[config.mk]
export PLATFORM = sky130hd
export DESIGN_NAME = aftp_packer
export DESIGN_NICKNAME = d
export VERILOG_FILES = /design/src/logic/aftp_pkg.sv /design/src/logic/aftp_packer.sv /design/src/logic/aftp_fifo.sv
export VERILOG_INCLUDE_DIRS = /design/src /design/src/logic
export SDC_FILE = /design/constraint.sdc
export NUM_CORES = 1
export LEC_CHECK = 0
export BUFFER_PORTS_ARGS = -buffer_cell sky130_fd_sc_hd__buf_2
export CAP_MARGIN = 15
export CORE_AREA = 2 2 312 314
export CTS_BUF_LIST = sky130_fd_sc_hd__clkbuf_4 sky130_fd_sc_hd__clkbuf_8 sky130_fd_sc_hd__clkbuf_16
export DETAILED_ROUTE_END_ITERATION = 10
export DIE_AREA = 0 0 314 316
export SKIP_LAST_GASP = 1
export SYNTH_ARGS = -nofsm -noshare
export SYNTH_HDL_FRONTEND = slang
export SYNTH_SLANG_ARGS = --single-unit
[constraint.sdc]
create_clock -name clk -period 5.2 [get_ports clk]
set_input_delay 0.52 -clock clk [delete_from_list [all_inputs] [get_ports clk]]
set_output_delay 0.52 -clock clk [all_outputs]
set_load 0.01 [all_outputs]
[src/logic/aftp_map.svh]
`ifndef AFTP_MAP_SVH
`define AFTP_MAP_SVH
// Nibble forced on every data nibble of a faulty first throttle sensor.
`define AFTP_TPS_A_FAULT 4'hF
// Nibble forced on every data nibble of a faulty second throttle sensor.
`define AFTP_TPS_B_FAULT 4'h0
// Legacy fault value for an airflow or second-channel field.
`define AFTP_LEGACY_FAULT 4'h0
// Reserved signalling codes for new designs, per channel width.
`define AFTP_ERR16 16'hFFFF
`define AFTP_ERR14 14'h3FFF
`define AFTP_ERR12 12'hFFF
`define AFTP_ERR10 10'h3FF
`define AFTP_ERR8 8'hFF
// Sensor-class codes.
`define AFTP_CLS_UNSPEC 12'h010
`define AFTP_CLS_MIN 12'h011
`define AFTP_CLS_16_LO 12'h011
`define AFTP_CLS_16_HI 12'h014
`define AFTP_CLS_14_LO 12'h015
`define AFTP_CLS_14_HI 12'h018
`define AFTP_CLS_14T_LO 12'h019
`define AFTP_CLS_14T_HI 12'h01A
`define AFTP_CLS_16T_LO 12'h01B
`define AFTP_CLS_16T_HI 12'h01C
`define AFTP_CLS_12_LO 12'h01D
`define AFTP_CLS_12_HI 12'h01F
// Classes whose second channel is unused and sends zeros.
`define AFTP_CLS_ZERO_A 12'h011
`define AFTP_CLS_ZERO_B 12'h012
`define AFTP_CLS_ZERO_C 12'h017
`define AFTP_CLS_ZERO_D 12'h018
`define AFTP_CLS_ZERO_E 12'h01D
// Legacy short serial error byte bit positions.
`define AFTP_EB_TEMP_HI 0
`define AFTP_EB_TEMP_LO 1
`define AFTP_EB_HUM_HI 2
`define AFTP_EB_HUM_LO 3
`define AFTP_EB_BARO_HI 4
`define AFTP_EB_BARO_LO 5
`define AFTP_MSG_ERR_ID 4'hF
`define AFTP_FIFO_DEPTH 16
`endif

[src/logic/aftp_pkg.sv]
`default_nettype none
package aftp_pkg;
    typedef enum logic [1:0] {AFTP_SPLIT_16_8, AFTP_SPLIT_14_10,
        AFTP_SPLIT_12_12} aftp_split_e;
    typedef enum logic [1:0] {AFTP_SER_NONE, AFTP_SER_SHORT,
        AFTP_SER_ENH} aftp_ser_e;
    // One measurement sample from the sensing side.
    typedef struct packed {
        logic dual_throttle;
        logic [11:0] class_code;
        logic legacy;
        logic [15:0] ch1;
        logic [11:0] ch2;
        logic ch1_fault;
        logic ch2_fault;
        logic [5:0] range_flags;
    } aftp_sample_s;
    // One packed fast-channel frame.
    typedef struct packed {
        logic [23:0] nibbles;
        aftp_split_e split;
        logic [11:0] class_code;
        aftp_ser_e ser_fmt;
        logic ser_err_valid;
        logic [3:0] ser_err_id;
        logic [7:0] ser_err_byte;
    } aftp_frame_s;
endpackage : aftp_pkg
`default_nettype wire

[src/logic/aftp_packer.sv]
`timescale 1ns/1ns
`default_nettype none
`include "aftp_map.svh"
module aftp_packer
    import aftp_pkg::*;
(
    // Clock and reset.
    input wire logic clk,
    input wire logic srst,
    // Sample input.
    input wire logic smp_valid,
    output logic smp_ready,
    input wire aftp_sample_s smp,
    // Serial message enable for airflow sensors.
    input wire logic ser_enable,
    // Frame output.
    output logic frm_valid,
    input wire logic frm_ready,
    output aftp_frame_s frm
);
    // ==========================================
    // Class code decoding. Codes outside the airflow range fall back to an
    // even split, which also suits the unspecified class.
    function automatic aftp_split_e split_of(input logic [11:0] c);
        if (c >= `AFTP_CLS_16_LO && c <= `AFTP_CLS_16_HI)
            return AFTP_SPLIT_16_8;
        if (c >= `AFTP_CLS_16T_LO && c <= `AFTP_CLS_16T_HI)
            return AFTP_SPLIT_16_8;
        if (c >= `AFTP_CLS_14_LO && c <= `AFTP_CLS_14T_HI)
            return AFTP_SPLIT_14_10;
        return AFTP_SPLIT_12_12;
    endfunction : split_of

    // Classes whose second channel is listed as zeros.
    function automatic logic ch2_unused(input logic [11:0] c);
        return c == `AFTP_CLS_ZERO_A || c == `AFTP_CLS_ZERO_B
            || c == `AFTP_CLS_ZERO_C || c == `AFTP_CLS_ZERO_D
            || c == `AFTP_CLS_ZERO_E;
    endfunction : ch2_unused

    // ==========================================
    // Field coding helpers.
    // Reserved signalling code for a failed airflow field, as wide as the
    // split allows. All ones was chosen so the receiver needs one compare
    // per width; any other value of the reserved range would serve as well.
    function automatic logic [15:0] ch1_err_code(input aftp_split_e s);
        case (s)
            AFTP_SPLIT_16_8: return `AFTP_ERR16;
            AFTP_SPLIT_14_10: return {2'h0, `AFTP_ERR14};
            default: return {4'h0, `AFTP_ERR12};
        endcase
    endfunction : ch1_err_code

    // Same for the second channel, whose width is whatever the split leaves.
    // Upper bits stay zero so the packing step can slice without masking.
    function automatic logic [11:0] ch2_err_code(input aftp_split_e s);
        case (s)
            AFTP_SPLIT_16_8: return {4'h0, `AFTP_ERR8};
            AFTP_SPLIT_14_10: return {2'h0, `AFTP_ERR10};
            default: return `AFTP_ERR12;
        endcase
    endfunction : ch2_err_code

    // Legacy error byte: one bit per out-of-range flag. The two top bits are
    // reserved and stay zero, so an older receiver never misreads them.
    function automatic logic [7:0] err_byte_of(input logic [5:0] r);
        logic [7:0] b;
        b = 8'h00;
        b[`AFTP_EB_TEMP_HI] = r[`AFTP_EB_TEMP_HI];
        b[`AFTP_EB_TEMP_LO] = r[`AFTP_EB_TEMP_LO];
        b[`AFTP_EB_HUM_HI] = r[`AFTP_EB_HUM_HI];
        b[`AFTP_EB_HUM_LO] = r[`AFTP_EB_HUM_LO];
        b[`AFTP_EB_BARO_HI] = r[`AFTP_EB_BARO_HI];
        b[`AFTP_EB_BARO_LO] = r[`AFTP_EB_BARO_LO];
        return b;
    endfunction : err_byte_of

    // Lay the two fields into the six nibbles. Channel 1 always leads, so the
    // airflow value starts in the first nibble whatever the split; only the
    // width of each field changes.
    function automatic logic [23:0] pack_fields(input aftp_split_e s,
        input logic [15:0] a, input logic [11:0] b);
        case (s)
            AFTP_SPLIT_16_8: return {a, b[7:0]};
            AFTP_SPLIT_14_10: return {a[13:0], b[9:0]};
            default: return {a[11:0], b};
        endcase
    endfunction : pack_fields

    // Working values of the frame being assembled; nothing here is stored,
    // the fifo below takes the finished frame in the same cycle.
    aftp_frame_s pk;
    logic [15:0] f1;
    logic [11:0] f2;
    logic any_err;
    aftp_split_e sp;

    // ==========================================
    // Frame assembly, purely combinational from the sample.
    // Fault substitution is done before packing, and on the packed nibbles in
    // dual throttle mode, so the receiver sees whole
    // fields replaced, never a half-valid value.
    always_comb begin
        pk = '0;
        sp = split_of(smp.class_code);
        f1 = smp.ch1;
        f2 = ch2_unused(smp.class_code) ? 12'h000 : smp.ch2;
        any_err = |smp.range_flags;
        pk.class_code = smp.class_code;
        if (smp.dual_throttle) begin
            // Dual throttle: two 12-bit positions, each replaced whole.
            pk.split = AFTP_SPLIT_12_12;
            pk.nibbles = {smp.ch1[11:0], smp.ch2};
            if (smp.ch1_fault)
                pk.nibbles[23:12] = {3{`AFTP_TPS_A_FAULT}};
            if (smp.ch2_fault)
                pk.nibbles[11:0] = {3{`AFTP_TPS_B_FAULT}};
            pk.ser_fmt = AFTP_SER_NONE;
        end else begin
            pk.split = sp;
            // Legacy mode has no reserved codes, so a failed field reads as
            // zero; the receiver must know in advance which mode is in use,
            // because zero is also a legal measurement there.
            if (smp.legacy) begin
                if (smp.ch1_fault)
                    f1 = {4{`AFTP_LEGACY_FAULT}};
                if (smp.ch2_fault)
                    f2 = {3{`AFTP_LEGACY_FAULT}};
            end else begin
                // A reserved code replaces the whole field; an unused second
                // channel stays at zero even when its source is flagged bad.
                if (smp.ch1_fault)
                    f1 = ch1_err_code(sp);
                if (smp.ch2_fault && !ch2_unused(smp.class_code))
                    f2 = ch2_err_code(sp);
            end
            // Airflow on channel 1, second quantity on channel 2.
            pk.nibbles = pack_fields(sp, f1, f2);
            // Serial content only for airflow sensors. The short format is
            // kept for older receivers and speaks up only when a range flag
            // is set; new designs get the enhanced format.
            if (ser_enable) begin
                if (smp.legacy) begin
                    pk.ser_fmt = AFTP_SER_SHORT;
                    pk.ser_err_valid = any_err;
                    pk.ser_err_id = `AFTP_MSG_ERR_ID;
                    pk.ser_err_byte = err_byte_of(smp.range_flags);
                end else begin
                    pk.ser_fmt = AFTP_SER_ENH;
                end
            end
        end
    end

    // ==========================================
    // Packed frames queue here until the nibble transmitter takes them.
    // Handshake between the fifo and the output stage.
    logic q_valid;
    aftp_frame_s q_data;
    logic ov_ff, nxt_ov;
    aftp_frame_s fr_ff, nxt_fr;
    logic q_ready;

    // The finished frame is stored, not the raw sample, so a fault flag that
    // changes later can never rewrite a frame already in the queue.
    aftp_fifo #(
        .WIDTH($bits(aftp_frame_s)),
        .DEPTH(`AFTP_FIFO_DEPTH)
    ) u_fifo (
        .clk(clk),
        .srst(srst),
        .in_valid(smp_valid),
        .in_ready(smp_ready),
        .in_data(pk),
        .out_valid(q_valid),
        .out_ready(q_ready),
        .out_data(q_data)
    );

    // ==========================================
    // Output skid register keeps outputs straight from flops.
    // The transmitter may hold a frame for a whole frame time; this stage
    // lets it do so while the fifo keeps filling behind it.
    always_comb begin
        q_ready = !ov_ff || frm_ready;
        nxt_ov = ov_ff && !frm_ready;
        nxt_fr = fr_ff;
        if (q_ready && q_valid) begin
            nxt_ov = 1'b1;
            nxt_fr = q_data;
        end
    end

    // Register the output stage.
    always_ff @(posedge clk) begin
        if (srst) begin
            ov_ff <= 1'b0;
            fr_ff <= '0;
        end else begin
            ov_ff <= nxt_ov;
            fr_ff <= nxt_fr;
        end
    end

    assign frm_valid = ov_ff;
    assign frm = fr_ff;
endmodule : aftp_packer
`default_nettype wire

[src/logic/aftp_fifo.sv]
`timescale 1ns/1ns
`default_nettype none
module aftp_fifo #(
    parameter int WIDTH = 8,
    parameter int DEPTH = 16
) (
    // Clock and reset.
    input wire logic clk,
    input wire logic srst,
    // Fill side.
    input wire logic in_valid,
    output logic in_ready,
    input wire logic [WIDTH-1:0] in_data,
    // Drain side.
    output logic out_valid,
    input wire logic out_ready,
    output logic [WIDTH-1:0] out_data
);
    localparam int AW = $clog2(DEPTH);
    logic [WIDTH-1:0] mem_ff [DEPTH];
    logic [AW-1:0] wp_ff, nxt_wp, rp_ff, nxt_rp;
    logic [AW:0] cnt_ff, nxt_cnt;
    logic [WIDTH-1:0] dout_ff, nxt_dout;
    logic ov_ff, nxt_ov;
    logic rdy_ff, nxt_rdy;
    logic push, pop;

    // ==========================================
    // Pointers and output register.
    // Read data sit in a register so the drain side sees a clean flop.
    always_comb begin
        pop = out_valid && out_ready;
        nxt_ov = ov_ff && !pop;
        nxt_dout = dout_ff;
        nxt_rp = rp_ff;
        if ((!ov_ff || pop) && cnt_ff != '0) begin
            nxt_ov = 1'b1;
            nxt_dout = mem_ff[rp_ff];
            nxt_rp = rp_ff + 1'b1;
        end
        push = in_valid && in_ready;
        nxt_wp = push ? wp_ff + 1'b1 : wp_ff;
        nxt_cnt = cnt_ff + {{AW{1'b0}}, push}
            - {{AW{1'b0}}, (nxt_rp != rp_ff)};
        // Ready is worked out a cycle ahead so that it leaves a flop.
        nxt_rdy = (nxt_cnt != DEPTH[AW:0]);
    end

    always_ff @(posedge clk) begin
        if (srst) begin
            wp_ff <= '0;
            rp_ff <= '0;
            cnt_ff <= '0;
            ov_ff <= 1'b0;
            dout_ff <= '0;
            rdy_ff <= 1'b1;
        end else begin
            wp_ff <= nxt_wp;
            rp_ff <= nxt_rp;
            cnt_ff <= nxt_cnt;
            ov_ff <= nxt_ov;
            dout_ff <= nxt_dout;
            rdy_ff <= nxt_rdy;
        end
        if (push) begin
            mem_ff[wp_ff] <= in_data;
        end
    end

    assign in_ready = rdy_ff;
    assign out_valid = ov_ff;
    assign out_data = dout_ff;
endmodule : aftp_fifo
`default_nettype wire

Word-level counts from Yosys, hierarchy flattened
Memories as Yosys holds them, arrays and structs flattened. A register that Yosys moved wholly into a read port is not among the register bits.
Cells that the tools add are included.

storage, ports and cells
  bits in registers = 69
  bits in writable memories = 848
  input port bits = 55
  output and inout bits = 55
  memories = 1

memory list
  name           depth  width  read ports  clocked after Yosys merged registers in  write ports  line             text
  u_fifo.mem_ff  16     53     1           1                                        1            aftp_fifo.sv:20  logic [WIDTH-1:0] mem_ff [DEPTH];

cells by class
  $add $sub $neg = 4
  magnitude comparators = 6
  equality and inequality tests = 8
  muxes and demuxes = 35
  reduce and logical (&&, ||, !) cells = 23

operators by type and width
  kind                 count
  $mux 12              6
  $eq 12x5->1 const B  5
  $mux 16              3
  $pmux 24 s2          1
  $ge 12x5->1 const B  3
  $le 12x5->1 const B  3
  $pmux 16 s2          1
  $mux 13              2
  $mux 26              1
  $pmux 12 s2          1
  $mux 2               8
  $mux 15              1
  $mux 1               10
  $logic_and 1x1->1    9
  $add 4x1->4 const B  2
  $logic_or 1x1->1     6
  $reduce_or 6->1      1
  $add 5x1->5          1
  $logic_not 1->1      5
  $ne 5x5->1 const B   1
  $reduce_bool 5->1    1
  $sub 5x1->5          1
  $mux 4               1
  $ne 4x4->1           1
  2 further kinds      2

Logic depth before layout (Yosys ltp)
Gate-level depths: netlist of the first run.

  depth after elaboration = 15
  depth in mapped cells = 13
  gate-level depth less buffers = 13

Cells and area by module
Synthesis of the first run repeated with hierarchy kept, for this count alone.

second synthesis, totals
  cells, all modules = 1908
  area total of the unflattened synthesis = 37328.3 um^2

modules (own cells, without submodules)
  module       instances  cells an instance  area an instance (um^2)  sequential area each (um^2)
  aftp_fifo    1          1516               34450.5                  26825.7
  aftp_packer  1          392                2877.8                   1081.0

Least setup slack after synthesis of the first run
OpenSTA, ideal clock, no wires.

  path type = input to register
  start = input smp_valid
  end = memory u_fifo.mem_ff[3][0] (netlist bit) (enable)
  arrival = 4.290 ns
  required time = 4.691 ns
  setup slack = 0.400 ns
  stages on the path = 4
  buffers on the path = 1
  cells stage by stage = and2_1 > clkbuf_1 > nand2_1 > nor3_1

on the way
  longest elaborated chain between the ends = 3

RTL lines
  what                          line               text
  from (decl)                   aftp_packer.sv:11  input wire logic smp_valid,
  $logic_and 1x1->1             aftp_fifo.sv:41    push = in_valid && in_ready;
  named net u_fifo.push         aftp_fifo.sv:26    logic push, pop;
  $mux 1                        aftp_fifo.sv:65    if (push) begin
  $mux 1 (not written as such)  aftp_fifo.sv:66    mem_ff[wp_ff] <= in_data;
  to (decl)                     aftp_fifo.sv:20

The timed path passes the listed nets, and every way through them passes these cells.

==> run metrics, run 1 <==
status=completed; CTS tree=built; H-Tree Level Count=3; leak pwr=12.31 nW; Slew headroom=0.2626; Layout Skew=0.02252 ns; Main synth FF type=edfxtp_1; DRC=0; Syn Area/Cell=19.25 um^2; largest net degree at the start of global routing=84; Sequential Power Share=0.447; hold_buf cts=0; CP peak stage delay=0.83 ns; Yosys top cell by area=edfxtp_1; clk buf depth=3; Slowest-stage cell, CP=nor4_1; Vias/cell=5.284; post-route ant nets=0; routability cong.=0.7757; Antenna Cells=0; top-count cell post-synth=edfxtp_1; worst ir drop on vdd=0.2479 mV; Area contributors post-synth=edfxtp_1 68%, mux4_2 13%, dfxtp_1 6.6%; vias in the first global route=17,370; total die area=99,220 um^2; final worst-path cycle share=0.6037; Final min period=roughly 3.1 ns; Sw Ratio=0.2665; grt ovf=0; Die H=about 320 um; Resize count post-CTS=0; combinational group share of total power=0.200; PD cells=485.7 nW/um^2; crit-path cells=buf_2 -> nor4_1 -> and4b_1 -> nand2b_1 -> and2_1 -> a311oi_2; Layout Nets=1,940; hpwl dp=44,690 um; synth warn=0; initial antenna violation count=2; Psw=between 4 and 5 mW; Reg clk slew, reported paths=0.06 ns; CTS Buf Count=90; via count=17,050; Core Rows=114; Worst Hold Class=in2reg; clk sink count=862; Pre-Repair DR Iteration Count=5; top cells by count, synth=752 x edfxtp_1, 188 x mux4_2, 119 x nand2_1, 110 x dfxtp_1, 65 x a21oi_1; peak fanout along the critical path=18; WL/cell=25.46 um; post-CTS setup buffers=0; # IOs=110; # setup viols final=0; Distinct cells, synth=55; Starting DRT DRC Count=about 1,900; final WL=82,140 um; CP Capture Type=flop; crit-path leading delay family=simple AND/OR/NAND/NOR gates; CP arrival=3.45 ns; Post-Syn Area=~33,000 um^2; Root Buffer=clkbuf_16; Final Hold Viols=0; Port Buffers=107; max-capacitance violation count=0; Post-synth ARST share=0; Max Slew Vio Count=0; Fin Setup TNS=0 ns; flops & latches, synth=862; Worst Tran Pin Value=1.106 ns; EDFF count, synth=between 700 and 800; Worst Path Required=5.51 ns; CP Launch Type=input pin; Finished Cell Area=38,510 um^2; Clock Power Share=0.353; GRT Resource Usage Total=0.1660; Yosys top cell area share=0.6788; chip width=approximately 310 um; FMAX=318.6 MHz; Core Region=around 96,000 um^2; Cells after Synth=1,728; Crit Path Category=in2reg; Clock Latency Late Sink=0.65 ns; share of cells above drive strength 1=0.2995; Buf/Inv on CP=1; DP Area=35,410 um^2; Initial Util=0.3466; RSZ-0062 raised after global routing=false; global-route wire length before repair=119,600 um; Area growth, synth to finish=15.76%; sequential-to-total area share from yosys stat=0.7450; internal power=around 14 mW
-- kinds of logic after synthesis --
family,synth area share
flops,0.7450
mux,0.1579
simple gates,0.03088
compound gates,0.03915
buf+inv,0.01933
fa+ha+maj,0.004739
xor+xnor,0.002896
other cells,0.0001127
-- path summary, 6_finish.rpt --
path               startpoint              endpoint  slack (ns)  cells after the start
min                 frm_ready             frm_valid        0.24                      4
max                   smp[44]  u_fifo.mem_ff[6][51]        2.06                      6
max reg2reg  u_fifo.cnt_ff[2]       u_fifo.in_ready        2.07                     13
min reg2reg           frm[48]               frm[48]        0.45                      2
-- power by group through the flow --
stage	Combinational [mW]	Clock, mW	Sequential [mW]
3_3_place_gp	3.76	0	8.51
3_5_place_dp	3.81	0	8.53
2_1_floorplan	2.92	0	8.32
6_report	3.74	6.60	8.36
5_1_grt	4.09	7.00	8.42
4_1_cts	3.82	6.72	8.38
-- stage by stage --
stage	power, mW	utilization	instances	hold slack [ns]	worst slack [ns]
after floorplan	11.24	-	1729	0.4316	0.4004
after global placement	12.27	0.3689	3055	0.4415	1.542
after detailed placement	12.33	0.3689	3055	0.4461	1.337
after CTS	18.92	0.4010	3224	0.1961	2.027
after global routing	19.51	0.4012	3226	0.2328	1.843
final	18.70	0.4012	3226	0.2414	2.061
-- per-layer routing --
layer  track usage  share of wire
met3       0.03280          0.074
met2        0.2635           0.47
met4       0.04187          0.019
met5             0              0
met1        0.2356           0.44
-- layout make-up --
type / count / area, um^2
well taps: 1276 / 1597
clock buffers: 131 / 2651
inverters: 13 / 48.80
repair buffers: 160 / 998.5
fillers: 8470 / 57480
clock inverters: 38 / 436.7
multi-input cells: 746 / 7985
flip-flops and latches: 862 / 24800
-- tightest hold or removal path: stages --
cell     delay [ns]
buf_2          0.08
nor2b_1        0.10
nor2_1         0.11
nor2_1         0.04
-- registers in the layout, indices dropped and copies added (netlist names) --
signal and cells:
frm 47, frm_valid 1, u_fifo.cnt_ff 5, u_fifo.in_ready 1, u_fifo.mem_ff 752, u_fifo.out_data 47
u_fifo.out_valid 1, u_fifo.rp_ff 4, u_fifo.wp_ff 4
-- placed cells by master (no fill, tap or decap), drive strengths merged, types with 17 or more instances in the layout --
master	count
edfxtp	752
mux4	188
buf	160
clkbuf	131
nand2	119
dfxtp	110
a21oi	66
o21ai	66
a22oi	54
mux2i	49
mux2	47
nor2	32
inv	20
clkinv	18
nand2b	17
Power figures use the tool's default switching activity.
==> run 2, diff against run 1 <==
Clock period 5.2 ns to 3.26 ns, I/O delays scaled along.
==> run 2 against run 1 <==
Sequential cell count stayed put. Clock skew is 0.047 ns higher. Clock power is 61% higher. Sequential share of layout area is 1.0 points lower. Critical path type is now reg2reg. Critical endpoint is now u_fifo.in_ready.
==> run metrics, run 2 (synthesized netlist as in run 1, its figures left out) <==
status=completed; clk buf depth=3; most frequent cells in the layout=752 x edfxtp_1, 188 x mux4_2, 119 x nand2_1, 107 x dfxtp_1, 106 x buf_2; Starting DRT DRC Count=2,036; worst ir drop on vdd=0.4493 mV; PD cells=768.4 nW/um^2; Max Slew Vio Count=0; Crit Path Category=reg2reg; Worst Tran Pin Value=~1.1 ns; commonest non-fill, non-tap cell in the layout=edfxtp_1; # setup viols final=0; internal power=22.02 mW; final WL=82,200 um; Root Buffer=clkbuf_16; FMAX=345.1 MHz; routability cong.=0.7941; Slowest-stage cell, CP=fa_1; WL/cell=25.28 um; Finished Cell Area=39,150 um^2; post-route ant nets=0; CP Capture Type=flop; share of cells above drive strength 1=0.3047; hold_buf cts=0; Final min period=roughly 2.9 ns; total die area=just under 100,000 um^2; Buf/Inv on CP=2; GRT Resource Usage Total=0.1656; Worst Path Required=~3.7 ns; grt ovf=0; DP Area=around 36,000 um^2; Sequential Power Share=0.442; CTS tree=built; CP peak stage delay=0.45 ns; # IOs=110; RSZ-0062 raised after global routing=false; peak fanout along the critical path=2; crit-path leading delay family=adder cells; chip width=314 um; CP Launch Type=flop; Layout Skew=0.06931 ns; Worst Hold Class=in2reg; Pre-Repair DR Iteration Count=6; Clock Power Share=0.351; Reg clk slew, reported paths=~0.06 ns; CP dominant cell by count=ha_1; CP arrival=3.36 ns; Clock Latency Late Sink=between 0.6 and 0.7 ns; CTS Buf Count=~90; final worst-path cycle share=0.8889; Initial Util=0.3466; Layout Nets=1,961; DRC=0; crit-path cells=inv_1 -> ha_1 -> nor4b_2 -> a21oi_2 -> ha_1 -> inv_1 -> ha_1 -> fa_1 -> a21oi_1 -> nor2_1 -> or3_1 -> a21oi_1 -> nand4_1; Psw=8.055 mW; Core Rows=about 110; Final Hold Viols=0; Reg with most FFs=u_fifo.mem_ff; Vias/cell=5.287; post-CTS setup buffers=0; H-Tree Level Count=3; Area growth, synth to finish=17.67%; largest net degree at the start of global routing=67; Sw Ratio=0.2678; max-capacitance violation count=0; Slew headroom=0.2913; Die H=316 um; clk sink count=862; combinational group share of total power=0.207; global-route wire length before repair=119,600 um; leak pwr=~12 nW; initial antenna violation count=13; via count=17,190; Largest register FFs=approximately 750; Port Buffers=107; vias in the first global route=approximately 17,000; Final Power=around 30 mW; Core Region=95,990 um^2; Resize count post-CTS=0; hpwl dp=44,150 um
[run 2: cell types whose count changed in the layout (fill, tap and decap cells not counted), sizes merged]
cell and change:
bufinv +3, diode +7, buf +22, clkinvlp +2, clkbuf -16, clkinv +8
[run 2: per-layer routing]
layer / global-route usage / vias to the layer above / routed length, um
met1: 0.2352 / 9127 / 36120
li1: - / 7298 / -
met5: 0 / - / 81
met2: 0.2613 / 642 / 38190
met4: 0.04110 / 12 / 1482
met3: 0.03516 / 114 / 6330
[run 2: cell type report]
| type | instances | area, um^2 |
|---|---|---|
| clock buffer | 115 | 2454 |
| antenna | 7 | 17.52 |
| sequential | 862 | 24800 |
| fill | 8426 | 56850 |
| tap | 1276 | 1597 |
| clock inverter | 51 | 634.4 |
| inverter | 13 | 48.80 |
| timing repair buffer | 182 | 1589 |
| multi-input combinational | 746 | 8010 |
[run 2: per-stage QoR]
step                      cells  worst slack [ns]  setup TNS (ns)  utilization  hold WS [ns]
after floorplan            1729           -0.1362          -35.28            -        0.4249
after global placement     3079            0.4471               0       0.3754        0.4431
after detailed placement   3079            0.3832               0       0.3754        0.4472
after CTS                  3245            0.3521               0       0.4076       0.01187
after global routing       3246            0.1956               0       0.4076       0.03952
final                      3252            0.3621               0       0.4078       0.04936
[run 2: worst paths after layout]
kind | slack (ns) | cells past startpoint | start | endpoint
worst max-delay path | 0.36 | 13 | u_fifo.cnt_ff[3] | u_fifo.in_ready
worst min-delay path | 0.05 | 1 | smp[45] | u_fifo.mem_ff[6][23]
worst max register to register | 0.36 | 13 | u_fifo.cnt_ff[3] | u_fifo.in_ready
worst min register to register | 0.45 | 2 | frm[48] | frm[48]
[run 2: worst reg2reg max path, delay by kind of cell, from the launching register on]
kind / cells / cell delay, ns
fa+ha+maj: 4 / 1.08
compound gates: 3 / 0.43
simple gates: 4 / 0.80
buf+inv: 2 / 0.12
flops: 1 / 0.32
[run 2: power by group through the flow]
stage | sequential [mW] | combinational [mW] | clock [mW]
floorplan | 13.3 | 4.67 | 0
global placement | 13.5 | 6.27 | 0
detailed placement | 13.5 | 6.34 | 0
CTS | 13.3 | 6.37 | 10.8
global route | 13.4 | 6.78 | 11.2
finish | 13.3 | 6.24 | 10.6
==> run 3, diff against run 2 <==
Settings changed: PLACE_DENSITY set to 0.46, RECOVER_POWER set to 50.
==> run 3 against run 2 <==
Register-to-register slack improved by 0.09 ns. Critical endpoint is now u_fifo.mem_ff[12][37]. Non-clock buffer count increased by 20. Cell count increased by 0.83%.
==> run metrics, run 3 (synthesized netlist as in run 1, its figures left out) <==
Worst Tran Pin Value=1.330 ns; pre-CTS setup slack=0.4552 ns; Crit. path cell count=6; Layout Nets=1,986; Initial Util=0.3466; via count=16,870; CP dominant cell by count=clkbuf_1; GR peak layer=met2; Final min period=2.861 ns; post-route ant nets=0; met2 layer usage reported by global route=0.2785; setup ws final=0.3995 ns; Reg with most FFs=u_fifo.mem_ff; H-Tree Level Count=3; commonest non-fill, non-tap cell in the layout=edfxtp_1; peak fanout along the critical path=23; Worst Path Required=3.63 ns; Pre-Repair DR Iteration Count=5; leak pwr=12.28 nW; # setup viols final=0; Core Rows=114; combinational group share of total power=0.204; global-route wire length before repair=124,800 um; filler cell count in the final layout=8,611; WL/cell=between 20 and 30 um; clk buf depth=3; Psw=7.998 mW; GR Util met3=0.03863; RSZ-0062 raised after global routing=false; Die H=316 um; Final Hold Viols=0; share of cells above drive strength 1=0.2625; Clock Latency Late Sink=0.66 ns; initial antenna violation count=3; Crit Path Category=in2reg; CP Capture Type=flop; Slew headroom=0.1134; # IOs=110; CTS Buf Count=94; crit-path cells=clkbuf_1 -> nor2_1 -> o31ai_1 -> o21ai_0 -> a311oi_1 -> clkbuf_1; Core Region=95,990 um^2; Reg clk slew, reported paths=about 0.06 ns; Clock Power Share=0.359; grt ovf=0; FMAX=349.6 MHz; crit-path leading delay family=compound AO/OA/AOI/OAI gates; internal power=22.43 mW; worst ir drop on vdd=0.3887 mV; chip width=314 um; CP arrival=about 3.2 ns; Resize count post-CTS=0; DRC=0; Area growth, synth to finish=17.01%; final WL=86,930 um; CTS tree=built; hpwl dp=48,060 um; largest net degree at the start of global routing=43; Largest register FFs=752; vias in the first global route=17,550; PD cells=781.6 nW/um^2; CP peak stage delay=0.68 ns; GRT met1 Usage=0.2482; Sw Ratio=0.2629; most frequent cells in the layout=752 x edfxtp_1, 188 x mux4_2, 119 x nand2_1, 107 x dfxtp_1, 99 x clkbuf_16; Worst Hold Class=in2reg; Vias/cell=5.143; Hold Path Stages=5; Starting DRT DRC Count=1,254; Port Buffers=between 100 and 150; final worst-path cycle share=0.8775; clk sink count=862; Sequential Power Share=0.437; GRT Resource Usage Total=0.1765; Hold Slack=around 0.14 ns; R2R cell count=4; hold_buf cts=0; Root Buffer=clkbuf_16; routability cong.=0.7423; Layout Skew=0.01752 ns; total die area=approximately 99,000 um^2; max-capacitance violation count=0; Max Slew Vio Count=0; Slowest-stage cell, CP=clkbuf_1; status=completed; post-CTS setup buffers=0; Buf/Inv on CP=2; CP Launch Type=input pin
run 3: cell count changes in the layout (fill, tap and decap cells not counted), sizes merged:
cell,delta
buf,-74
bufinv,-4
clkbuf,+125
clkinv,-4
clkinvlp,-7
diode,-4
inv,-5
run 3: final cells by class:
cell class	count	area [um^2]	share of cell area
clock buffer	146	2930	0.07527
sequential	862	24800	0.6369
tap	1276	1597	0.04101
antenna	3	7.507	0.0001928
clock inverter	31	311.5	0.008003
multi-input combinational	746	7924	0.2035
timing repair buffer	202	1315	0.03378
inverter	13	48.80	0.001253
run 3: layer usage:
metal  up-vias  wire [um]
met3       129       4502
met5         -         34
met4         6       1897
li1       7358          -
met2       393      40320
met1      8979      40170
run 3: final timing paths:
kind                                         endpoint             from  slack [ns]
worst max-delay path            u_fifo.mem_ff[12][37]          smp[38]        0.40
worst min-delay path                 u_fifo.out_valid        frm_ready        0.14
worst max register to register   u_fifo.mem_ff[6][38]  u_fifo.in_ready        0.45
worst min register to register                 frm[2]           frm[2]        0.45
run 3: power by group through the flow:
stage / Combinational, mW / Sequential [mW] / Clock, mW
2_1_floorplan: 4.67 / 13.3 / 0
3_3_place_gp: 6.44 / 13.5 / 0
3_5_place_dp: 6.46 / 13.5 / 0
4_1_cts: 6.47 / 13.3 / 11.2
5_1_grt: 6.79 / 13.4 / 11.6
6_report: 6.21 / 13.3 / 10.9
run 3: worst reg2reg max path, cell delays in order, from the launching register on:
cell	delay [ns]
dfxtp_1	0.32
and2_0	0.50
nand2_1	0.31
nor2_1	0.24
clkbuf_2	1.02
run 3: metrics by stage:
stage / cell area [um^2] / cells / util / TNS, ns / power (mW)
floorplan: 33310 / 1729 / - / -35.28 / 17.92
global placement: 35940 / 3096 / 0.3744 / 0 / 19.95
detailed placement: 35940 / 3096 / 0.3744 / 0 / 20.00
CTS: 39180 / 3273 / 0.4082 / 0 / 31.00
global route: 38920 / 3276 / 0.4055 / 0 / 31.79
finish: 38930 / 3279 / 0.4055 / 0 / 30.43
